==> src/spm_map.vh <==
// Register map, field positions, reset values and rate counts for the serial port block.
// Assumes a 100 MHz hclk and an AHB-Lite slave port decoding haddr[11:2] as a word index.
`ifndef SPM_MAP_VH
`define SPM_MAP_VH

// Word indices; byte address is four times the index
`define SPM_IDX_SERIAL_CONTROL 10'h098
`define SPM_IDX_SERIAL_CHAR_BUFFER 10'h099
`define SPM_IDX_POWER_AND_RATE_CONTROL 10'h087
`define SPM_IDX_IE 10'h0a8
`define SPM_IDX_IP 10'h0b8
`define SPM_IDX_RATE 10'h0c0
`define SPM_IDX_IRQ_ST 10'h0c1
`define SPM_IDX_IRQ_MASK 10'h0c2
`define SPM_IDX_SERIAL_CONTROL_BIT 10'h0c3

// Serial control fields
`define SPM_SC_MODE_HI 7
`define SPM_SC_MODE_LO 6
`define SPM_SC_FILTER 5
`define SPM_SC_RX_EN 4
`define SPM_SC_TX_NB 3
`define SPM_SC_RX_NB 2
`define SPM_SC_TX_DONE 1
`define SPM_SC_RX_DONE 0

// Mode codes
`define SPM_MODE_SHIFT 2'h0
`define SPM_MODE_UART8 2'h1
`define SPM_MODE_UART9F 2'h2
`define SPM_MODE_UART9V 2'h3

// Other fields
`define SPM_IE_GLOBAL 7
`define SPM_IE_SERIAL 4
`define SPM_IP_SERIAL 4
`define SPM_POWER_AND_RATE_CONTROL_DOUBLER 7
`define SPM_POWER_AND_RATE_CONTROL_WMASK 8'h8f

// Status bits: tx done, rx done, rx overrun
`define SPM_ST_TX 0
`define SPM_ST_RX 1
`define SPM_ST_OVR 2

// Reset values
`define SPM_RST_SERIAL_CONTROL 8'h00
`define SPM_RST_POWER_AND_RATE_CONTROL 8'h00
`define SPM_RST_IE 8'h00
`define SPM_RST_IP 8'h00
`define SPM_RST_RATE 16'h0364

// Fixed division for shift mode and fixed-rate UART
`define SPM_DIV_FIXED 16'h000c

`endif

==> src/spm_bitclk.v <==
// Bit-period counter giving one-cycle tick and mid-bit pulses.
// Assumes div is at least 2 and stays stable during a character.
`timescale 1ns/1ps
module spm_bitclk (
	// Clock and reset
	input wire hclk,
	input wire hresetn,
	// Control
	input wire restart,
	input wire [15:0] div,
	// Pulses
	output wire tick,
	output wire half
);
	reg [15:0] cnt_reg;
	reg [15:0] cnt_next;

	assign tick = (cnt_reg == div - 16'h0001);
	assign half = (cnt_reg == {1'b0, div[15:1]});

	always @* begin
		cnt_next = cnt_reg + 16'h0001;
		if (restart || tick) begin
			cnt_next = 16'h0000;
		end
	end

	always @(posedge hclk or negedge hresetn) begin
		if (!hresetn) begin
			cnt_reg <= 16'h0000;
		end else begin
			cnt_reg <= cnt_next;
		end
	end
endmodule // spm_bitclk

==> src/spm_serial_port.v <==
// Serial port core: control registers, shift register mode, three UART modes, interrupts.
// Assumes a single AHB-Lite master and synchronous serial inputs.
`include "spm_map.vh"
`timescale 1ns/1ps
module spm_serial_port (
	// Clock and reset
	input wire hclk,
	input wire hresetn,
	// AHB-Lite slave
	input wire hsel,
	input wire [11:0] haddr,
	input wire [1:0] htrans,
	input wire hwrite,
	input wire [2:0] hsize,
	input wire [31:0] hwdata,
	input wire hready,
	output wire hreadyout,
	output wire hresp,
	output wire [31:0] hrdata,
	// Serial pins
	input wire rxd_i,
	output wire rxd_o,
	output wire rxd_oe,
	output wire txd_o,
	// Interrupts
	output wire irq,
	output wire serial_irq_high,
	output wire serial_irq_low
);
	// Bit period for the current mode
	function [15:0] spm_div;
		input [1:0] mode;
		input doubler;
		input [15:0] rate;
		begin
			case (mode)
				`SPM_MODE_SHIFT: spm_div = `SPM_DIV_FIXED;
				`SPM_MODE_UART9F: spm_div = `SPM_DIV_FIXED;
				default: spm_div = doubler ? {1'b0, rate[15:1]} : rate;
			endcase
			if (spm_div < 16'h0002) begin
				spm_div = 16'h0002;
			end
		end
	endfunction

	// Bus state
	reg a_valid_reg;
	reg a_write_reg;
	reg [9:0] a_idx_reg;
	reg [31:0] hrdata_reg;
	// Registers
	reg [7:0] serial_control_reg;
	reg [7:0] serial_control_next;
	reg [7:0] serial_char_buffer_reg;
	reg [7:0] interrupt_enable_mask_reg;
	reg [7:0] interrupt_priority_select_reg;
	reg [7:0] power_and_rate_control_reg;
	reg [15:0] rate_reg;
	reg [2:0] irq_st_reg;
	reg [2:0] irq_st_next;
	reg [2:0] irq_mask_reg;
	// Transmit engine
	reg tx_busy_reg;
	reg [10:0] tx_sh_reg;
	reg [3:0] tx_cnt_reg;
	reg tx_clk_reg;
	reg tx_mode0_reg;
	// Receive engine
	localparam RX_IDLE = 3'b001;
	localparam RX_UART = 3'b010;
	localparam RX_SHIFT = 3'b100;
	reg [2:0] rx_state_reg;
	reg [10:0] rx_sh_reg;
	reg [3:0] rx_cnt_reg;
	reg rx_clk_reg;
	reg rx_nine_reg;

	wire [9:0] idx = haddr[11:2];
	wire take = hsel && hready && htrans[1];
	wire wr = a_valid_reg && a_write_reg;
	wire [1:0] mode = {serial_control_reg[`SPM_SC_MODE_HI], serial_control_reg[`SPM_SC_MODE_LO]};
	wire nine = mode[1];
	wire shift_mode = (mode == `SPM_MODE_SHIFT);
	wire [15:0] div = spm_div(mode, power_and_rate_control_reg[`SPM_POWER_AND_RATE_CONTROL_DOUBLER], rate_reg);
	wire rx_en = serial_control_reg[`SPM_SC_RX_EN];
	wire ri = serial_control_reg[`SPM_SC_RX_DONE];
	wire ti = serial_control_reg[`SPM_SC_TX_DONE];
	wire filt = serial_control_reg[`SPM_SC_FILTER];

	wire wr_serial_control = wr && (a_idx_reg == `SPM_IDX_SERIAL_CONTROL);
	wire wr_serial_char_buffer = wr && (a_idx_reg == `SPM_IDX_SERIAL_CHAR_BUFFER);
	wire wr_bit = wr && (a_idx_reg == `SPM_IDX_SERIAL_CONTROL_BIT);
	wire wr_st = wr && (a_idx_reg == `SPM_IDX_IRQ_ST);
	wire tx_start = wr_serial_char_buffer && !tx_busy_reg;

	wire tx_tick;
	wire tx_half;
	wire rx_tick;
	wire rx_half;
	wire rx_go_uart = (rx_state_reg == RX_IDLE) && rx_en && !shift_mode && !rxd_i;
	wire rx_go_shift = (rx_state_reg == RX_IDLE) && rx_en && shift_mode && !ri && !tx_busy_reg;
	wire rx_restart = rx_go_uart || rx_go_shift;
	wire tx_fin = tx_busy_reg && tx_tick && (tx_cnt_reg == 4'h1);
	wire rx_last = rx_half && (rx_cnt_reg == 4'h1);
	// The last sample is not in rx_sh_reg yet on the edge that completes the frame
	wire [10:0] rx_sh_in = {rxd_i, rx_sh_reg[10:1]};
	wire [7:0] rx_data = (rx_state_reg == RX_SHIFT) ? rx_sh_in[10:3] :
		(rx_nine_reg ? rx_sh_in[8:1] : rx_sh_in[9:2]);
	// Shift mode has no ninth bit, so the stored one is kept
	wire rx_nb = (rx_state_reg == RX_SHIFT) ? serial_control_reg[`SPM_SC_RX_NB] :
		(rx_nine_reg ? rx_sh_in[9] : rx_sh_in[10]);
	wire rx_stop = rx_sh_in[10];
	// Frame accepted unless filtered or the last one is still unread
	wire rx_ok = (rx_state_reg == RX_SHIFT) ||
		(!ri && (rx_nine_reg ? (!filt || rx_nb) : (!filt || rx_stop)));
	wire rx_done = rx_last && (rx_state_reg != RX_IDLE);
	wire rx_fin = rx_done && rx_ok;
	wire rx_ovr = rx_done && (rx_state_reg == RX_UART) && ri;

	spm_bitclk u_tx_clk (
		.hclk(hclk),
		.hresetn(hresetn),
		.restart(tx_start),
		.div(div),
		.tick(tx_tick),
		.half(tx_half)
	);

	spm_bitclk u_rx_clk (
		.hclk(hclk),
		.hresetn(hresetn),
		.restart(rx_restart),
		.div(div),
		.tick(rx_tick),
		.half(rx_half)
	);

	// Zero-wait slave, always OKAY
	assign hreadyout = 1'b1;
	assign hresp = 1'b0;
	assign hrdata = hrdata_reg;

	// Read mux used at the address phase
	function [31:0] spm_rd;
		input [9:0] i;
		begin
			case (i)
				`SPM_IDX_SERIAL_CONTROL: spm_rd = {24'h000000, serial_control_reg};
				`SPM_IDX_SERIAL_CHAR_BUFFER: spm_rd = {24'h000000, serial_char_buffer_reg};
				`SPM_IDX_POWER_AND_RATE_CONTROL: spm_rd = {24'h000000, power_and_rate_control_reg};
				`SPM_IDX_IE: spm_rd = {24'h000000, interrupt_enable_mask_reg};
				`SPM_IDX_IP: spm_rd = {24'h000000, interrupt_priority_select_reg};
				`SPM_IDX_RATE: spm_rd = {16'h0000, rate_reg};
				`SPM_IDX_IRQ_ST: spm_rd = {26'h0000000, (rx_state_reg != RX_IDLE), tx_busy_reg,
					1'b0, irq_st_reg};
				`SPM_IDX_IRQ_MASK: spm_rd = {29'h00000000, irq_mask_reg};
				default: spm_rd = 32'h00000000;
			endcase
		end
	endfunction

	always @(posedge hclk or negedge hresetn) begin
		if (!hresetn) begin
			a_valid_reg <= 1'b0;
			a_write_reg <= 1'b0;
			a_idx_reg <= 10'h000;
			hrdata_reg <= 32'h00000000;
		end else if (hready) begin
			a_valid_reg <= take;
			a_write_reg <= hwrite;
			a_idx_reg <= idx;
			if (take && !hwrite) begin
				hrdata_reg <= spm_rd(idx);
			end
		end
	end

	// Serial control update; hardware set wins over software clear
	always @* begin
		serial_control_next = serial_control_reg;
		if (wr_serial_control) begin
			serial_control_next = hwdata[7:0];
		end else if (wr_bit) begin
			serial_control_next[hwdata[2:0]] = hwdata[4];
		end
		if (tx_fin) begin
			serial_control_next[`SPM_SC_TX_DONE] = 1'b1;
		end
		if (rx_fin) begin
			serial_control_next[`SPM_SC_RX_DONE] = 1'b1;
			serial_control_next[`SPM_SC_RX_NB] = rx_nb;
		end
	end

	// Event status: write one to clear, set wins
	always @* begin
		irq_st_next = irq_st_reg;
		if (wr_st) begin
			irq_st_next = irq_st_reg & ~hwdata[2:0];
		end
		if (tx_fin) begin
			irq_st_next[`SPM_ST_TX] = 1'b1;
		end
		if (rx_fin) begin
			irq_st_next[`SPM_ST_RX] = 1'b1;
		end
		if (rx_ovr) begin
			irq_st_next[`SPM_ST_OVR] = 1'b1;
		end
	end

	always @(posedge hclk or negedge hresetn) begin
		if (!hresetn) begin
			serial_control_reg <= `SPM_RST_SERIAL_CONTROL;
			serial_char_buffer_reg <= 8'h00;
			interrupt_enable_mask_reg <= `SPM_RST_IE;
			interrupt_priority_select_reg <= `SPM_RST_IP;
			power_and_rate_control_reg <= `SPM_RST_POWER_AND_RATE_CONTROL;
			rate_reg <= `SPM_RST_RATE;
			irq_st_reg <= 3'h0;
			irq_mask_reg <= 3'h0;
		end else begin
			serial_control_reg <= serial_control_next;
			irq_st_reg <= irq_st_next;
			// received character lands in the buffer
			if (rx_fin) begin
				serial_char_buffer_reg <= rx_data;
			end
			if (wr && (a_idx_reg == `SPM_IDX_IE)) begin
				interrupt_enable_mask_reg <= hwdata[7:0];
			end
			if (wr && (a_idx_reg == `SPM_IDX_IP)) begin
				interrupt_priority_select_reg <= hwdata[7:0];
			end
			// Reserved bits keep reading zero
			if (wr && (a_idx_reg == `SPM_IDX_POWER_AND_RATE_CONTROL)) begin
				power_and_rate_control_reg <= hwdata[7:0] & `SPM_POWER_AND_RATE_CONTROL_WMASK;
			end
			if (wr && (a_idx_reg == `SPM_IDX_RATE)) begin
				rate_reg <= hwdata[15:0];
			end
			if (wr && (a_idx_reg == `SPM_IDX_IRQ_MASK)) begin
				irq_mask_reg <= hwdata[2:0];
			end
		end
	end

	// Transmit: writing the buffer starts a character; ignored while busy
	always @(posedge hclk or negedge hresetn) begin
		if (!hresetn) begin
			tx_busy_reg <= 1'b0;
			tx_sh_reg <= 11'h7ff;
			tx_cnt_reg <= 4'h0;
			tx_clk_reg <= 1'b1;
			tx_mode0_reg <= 1'b0;
		end else if (tx_start) begin
			tx_busy_reg <= 1'b1;
			tx_mode0_reg <= shift_mode;
			tx_clk_reg <= 1'b0;
			if (shift_mode) begin
				tx_sh_reg <= {3'h7, hwdata[7:0]};
				tx_cnt_reg <= 4'h8;
			end else if (nine) begin
				tx_sh_reg <= {1'b1, serial_control_reg[`SPM_SC_TX_NB], hwdata[7:0], 1'b0};
				tx_cnt_reg <= 4'hb;
			end else begin
				tx_sh_reg <= {2'h3, hwdata[7:0], 1'b0};
				tx_cnt_reg <= 4'ha;
			end
		end else if (tx_busy_reg) begin
			if (tx_half) begin
				tx_clk_reg <= 1'b1;
			end
			if (tx_tick) begin
				tx_sh_reg <= {1'b1, tx_sh_reg[10:1]};
				tx_cnt_reg <= tx_cnt_reg - 4'h1;
				if (tx_cnt_reg == 4'h1) begin
					tx_busy_reg <= 1'b0;
					tx_clk_reg <= 1'b1;
				end else begin
					tx_clk_reg <= 1'b0;
				end
			end
		end
	end

	// Receive: samples at mid-bit, start bit rechecked to reject glitches
	always @(posedge hclk or negedge hresetn) begin
		if (!hresetn) begin
			rx_state_reg <= RX_IDLE;
			rx_sh_reg <= 11'h000;
			rx_cnt_reg <= 4'h0;
			rx_clk_reg <= 1'b1;
			rx_nine_reg <= 1'b0;
		end else begin
			case (rx_state_reg)
				RX_IDLE: begin
					if (rx_go_uart) begin
						rx_state_reg <= RX_UART;
						rx_nine_reg <= nine;
						rx_cnt_reg <= nine ? 4'hb : 4'ha;
					end else if (rx_go_shift) begin
						rx_state_reg <= RX_SHIFT;
						rx_cnt_reg <= 4'h8;
						rx_clk_reg <= 1'b0;
					end
				end
				RX_UART: begin
					if (rx_half) begin
						rx_sh_reg <= {rxd_i, rx_sh_reg[10:1]};
						rx_cnt_reg <= rx_cnt_reg - 4'h1;
						if (rx_last) begin
							rx_state_reg <= RX_IDLE;
						end else if (rxd_i && (rx_cnt_reg == (rx_nine_reg ? 4'hb : 4'ha))) begin
							rx_state_reg <= RX_IDLE;
						end
					end
				end
				RX_SHIFT: begin
					if (rx_half) begin
						rx_clk_reg <= 1'b1;
						rx_sh_reg <= {rxd_i, rx_sh_reg[10:1]};
						rx_cnt_reg <= rx_cnt_reg - 4'h1;
						if (rx_last) begin
							rx_state_reg <= RX_IDLE;
						end
					end else if (rx_tick) begin
						rx_clk_reg <= 1'b0;
					end
				end
				default: begin
					rx_state_reg <= RX_IDLE;
				end
			endcase
		end
	end

	// Shift mode drives data on rxd and the shift clock on txd
	assign rxd_oe = tx_busy_reg && tx_mode0_reg;
	assign rxd_o = tx_sh_reg[0];
	assign txd_o = shift_mode ? (tx_clk_reg & rx_clk_reg) : tx_sh_reg[0];

	assign irq = |(irq_st_reg & irq_mask_reg);
	wire serial_req = (ti || ri) && interrupt_enable_mask_reg[`SPM_IE_SERIAL] &&
		interrupt_enable_mask_reg[`SPM_IE_GLOBAL];
	assign serial_irq_high = serial_req && interrupt_priority_select_reg[`SPM_IP_SERIAL];
	assign serial_irq_low = serial_req && !interrupt_priority_select_reg[`SPM_IP_SERIAL];
endmodule // spm_serial_port

==> config.mk <==
export PLATFORM = sky130hd
export DESIGN_NAME = spm_serial_port
export DESIGN_NICKNAME = d
export VERILOG_FILES = /design/src/spm_bitclk.v /design/src/spm_serial_port.v
export VERILOG_INCLUDE_DIRS = /design/src
export SDC_FILE = /design/constraint.sdc
export NUM_CORES = 1
export LEC_CHECK = 0
export ABC_AREA = 1
export ABC_CLOCK_PERIOD_IN_PS = 4300
export CORE_MARGIN = 2
export CORE_UTILIZATION = 55
export DETAILED_ROUTE_END_ITERATION = 10
export DONT_BUFFER_PORTS = 1
export PLACE_DENSITY_LB_ADDON = 0.25
export SLEW_MARGIN = 20
export SYNTH_ARGS = -nofsm -noshare
export SYNTH_HDL_FRONTEND = slang
export SYNTH_SLANG_ARGS = --single-unit
==> constraint.sdc <==
create_clock -name hclk -period 4.3 [get_ports hclk]
set_clock_uncertainty 0.15 [all_clocks]
set_input_delay 0.645 -clock hclk [delete_from_list [all_inputs] [get_ports hclk]]
set_output_delay 0.645 -clock hclk [all_outputs]
set_load 0.005 [all_outputs]
==> results_dict.tcl <==
set metrics [dict create \
    gp_congestion 0.9413 \
    start_util 0.5590 \
    p_per_area_nw_per_um2 377.3 \
    synth_area_leaders "dfrtp_1 34%, nand2_1 15%, inv_1 7.1%" \
    rows 49 \
    die_area_um2 19360 \
    grt_start_max_net_pins 155 \
    root_buffer "clkbuf_16" \
    ys.flop_type "dfrtp_1" \
    syn_area_um2 10040 \
    multi_input_area_um2 5127 \
    clock_path_buffers 2 \
    grt_pass1_wl_um 41750 \
    period_needed_ns 3.856 \
    synth_edf_count 0 \
    drt_first_pass_iters 6 \
    r2r_slack_ns 0.44 \
    grt_pass1_vias 8512 \
    ant_nets 0 \
    crit_fanout 19 \
    r2r-end "tx_cnt_reg[2]$_DFFE_PN0P_" \
    cell_internal_pwr_uw 2801 \
    tns_ns 0 \
    cts.sinks 154 \
    grt_overflow 0 \
    rsz0062_at_grt "no" \
    synth.distinct_cells 60 \
    antenna_found_initial 0 \
    ys_seq_area_frac 0.3860 \
    post_cts_buffers 0 \
    fin_crit_sh 0.8968 \
    ir_drop_mv 0.2781 \
    vias_per_cell 5.410 \
    max_freq_mhz 259.3 \
    yosysWarningCount 0 \
    status "finished with violations" \
    worstSetupEndpointType "register" \
    drive_gt1_frac 0.1154 \
    nFillCells 1655 \
    yosys-top-cells-count "398 x nand2_1, 191 x inv_1, 136 x dfrtp_1" \
    hold_ws_ns -0.2506 \
    dpl_worst_slack_ns 0.3095 \
    synth_top_cell_area_share 0.3389 \
    core_um2 17960 \
    io_pins 95 \
    nets 1462 \
    drv_slew 0 \
    hpwl_um 19030 \
    finalSetupViolations 0 \
    synthToLayoutAreaGrowth_pct 8.510 \
    num_antenna_cells 0 \
    cts_tree "done" \
    p_comb_frac 0.188 \
    power.switching_uw 1310 \
    finalHoldViolCount 153 \
    drt_iter0_markers 737 \
    cp-start-kind "register" \
    ys_seq_elements 154 \
    holdCritPathClass "primary input to async pin" \
    p_leak_uw 0.005571 \
    worstSetupPathType "register to register" \
    worstSkewPairLatency_ns 0.44 \
    synthMostInstantiatedCell "nand2_1" \
    die_y_um 139.1 \
    htreeDepth 4 \
    ys_async_sr_fraction 1.000 \
    crit_start "power_and_rate_control_reg[7]$_DFFE_PN0P_" \
    synth_cells 1394 \
    drc_errors 0 \
    violations "hold timing" \
    clk_pin_slew_ns 0.07 \
    grtUsageTotal 0.2682 \
    drv_cap 0 \
    synth.avg_cell_area_um2 7.204 \
    seqPwrFrac 0.411 \
    portBuffers 0 \
    die_w_um 139.1 \
    required_ns 4.47 \
    p_clk_frac 0.401 \
    r2r_cells 26 \
    p_sw_frac 0.3187 \
    wirelength_um 25140 \
    regArea_um2 3877 \
    arrival_ns 4.03 \
    vias 8884 \
    cts_buffers 17 \
    setup_ws_ns 0.4438 \
    r2r-start "power_and_rate_control_reg[7]$_DFFE_PN0P_" \
    yosys.area.top_type "dfrtp_1" \
    routedWlPerCell_um 15.31 \
    relSlewSlack 0.3892 \
    tightest_slew_ns 0.9140 \
]
## how the worst max path moves through the flow
stage / end / slack [ns] / cells after the start
2_1_floorplan: tx_cnt_reg[2]$_DFFE_PN0P_ / 0.93 / 29
3_3_place_gp: tx_cnt_reg[2]$_DFFE_PN0P_ / 0.36 / 22
3_5_place_dp: tx_cnt_reg[2]$_DFFE_PN0P_ / 0.31 / 22
4_1_cts: tx_sh_reg[9]$_DFFE_PN1P_ / 0.28 / 21
5_1_grt: tx_sh_reg[9]$_DFFE_PN1P_ / 0.12 / 25
6_report: tx_cnt_reg[2]$_DFFE_PN0P_ / 0.44 / 26
## routing by layer
metal  part of all wire  track usage  up-vias
li1                   -            -     4449
met2               0.49       0.4555      240
met3              0.052      0.05318       57
met5                  0            0        -
met1               0.43       0.3397     4138
met4              0.031       0.1015        0
## through the flow
step,util,total power [uW],instances,area (um2)
2_1_floorplan,-,2310,1410,10100
6_report,0.6066,4112,1642,10900
3_5_place_dp,0.5708,2480,1610,10250
4_1_cts,0.6065,4129,1642,10900
3_3_place_gp,0.5708,2457,1610,10250
5_1_grt,0.6066,4325,1642,10900
## cell families after synthesis
| logic type | synth area share |
|---|---|
| DFF | 0.3860 |
| muxes | 0.009968 |
| buffers and inverters | 0.1099 |
| other | 0.0007478 |
| xor gates and xnor gates | 0.03738 |
| AOI/OAI and AO/OA | 0.1115 |
| and+or+nand+nor | 0.3358 |
| adders and majority gates | 0.008721 |
## layout by cell type, fill, tap and decap left out, types with 6 or more instances in the layout
cell type and count:
nand2_1 398, o21ai_0 127, nand3_2 6, inv_2 10, xor2_1 40, conb_1 18
nor3_1 46, nor3b_1 6, nand4_1 23, a21oi_1 14, nand2_2 14, nor4_1 12
o31ai_1 8, mux2_2 8, nor2_2 7, nor2_1 112, or2_2 6, o22ai_1 12
clkbuf_16 17, buf_4 20, ha_1 7, dfrtp_1 135, o21ai_2 11, dfstp_2 18
nand3_1 71, inv_1 191
## power groups by stage
stage / Combinational [uW] / Sequential (uW) / Clock (uW)
floorplan: 646 / 1660 / 0
global placement: 745 / 1710 / 0
detailed placement: 767 / 1710 / 0
CTS: 772 / 1690 / 1670
global route: 888 / 1710 / 1730
finish: 775 / 1690 / 1650
## worst max-delay path: stages (launching register included)
cell	delay [ns]
dfrtp_2	0.54
inv_6	0.19
nand2_1	0.09
nand3_2	0.15
nand2_1	0.10
nor2_1	0.18
nand2_2	0.11
inv_2	0.06
nand2_2	0.05
nand2_1	0.08
ha_1	0.21
nand2_4	0.09
nor2_8	0.13
nand2_2	0.10
nor2_4	0.12
nand2_2	0.11
xor2_1	0.17
nand2_1	0.07
nand2_1	0.07
nor2_1	0.10
nand3_1	0.08
nor2_2	0.22
nand3_2	0.15
nand2_4	0.16
inv_4	0.12
nand2_1	0.08
nand2_1	0.05
## final cells by class
class                   instances  area share
repair buffers                 22     0.01745
inverters                     204     0.07096
clock inverters                14     0.01860
flip-flops and latches        154      0.3558
clock buffers                  18     0.04030
multi-input cells            1001      0.4705
well taps                     229     0.02629
## timing repair
item,in CTS,in global routing
endpoints found under the setup margin,0,13
resized for setup,0,1
hold endpoints to repair,154,154
Power figures use the tool's default switching activity.
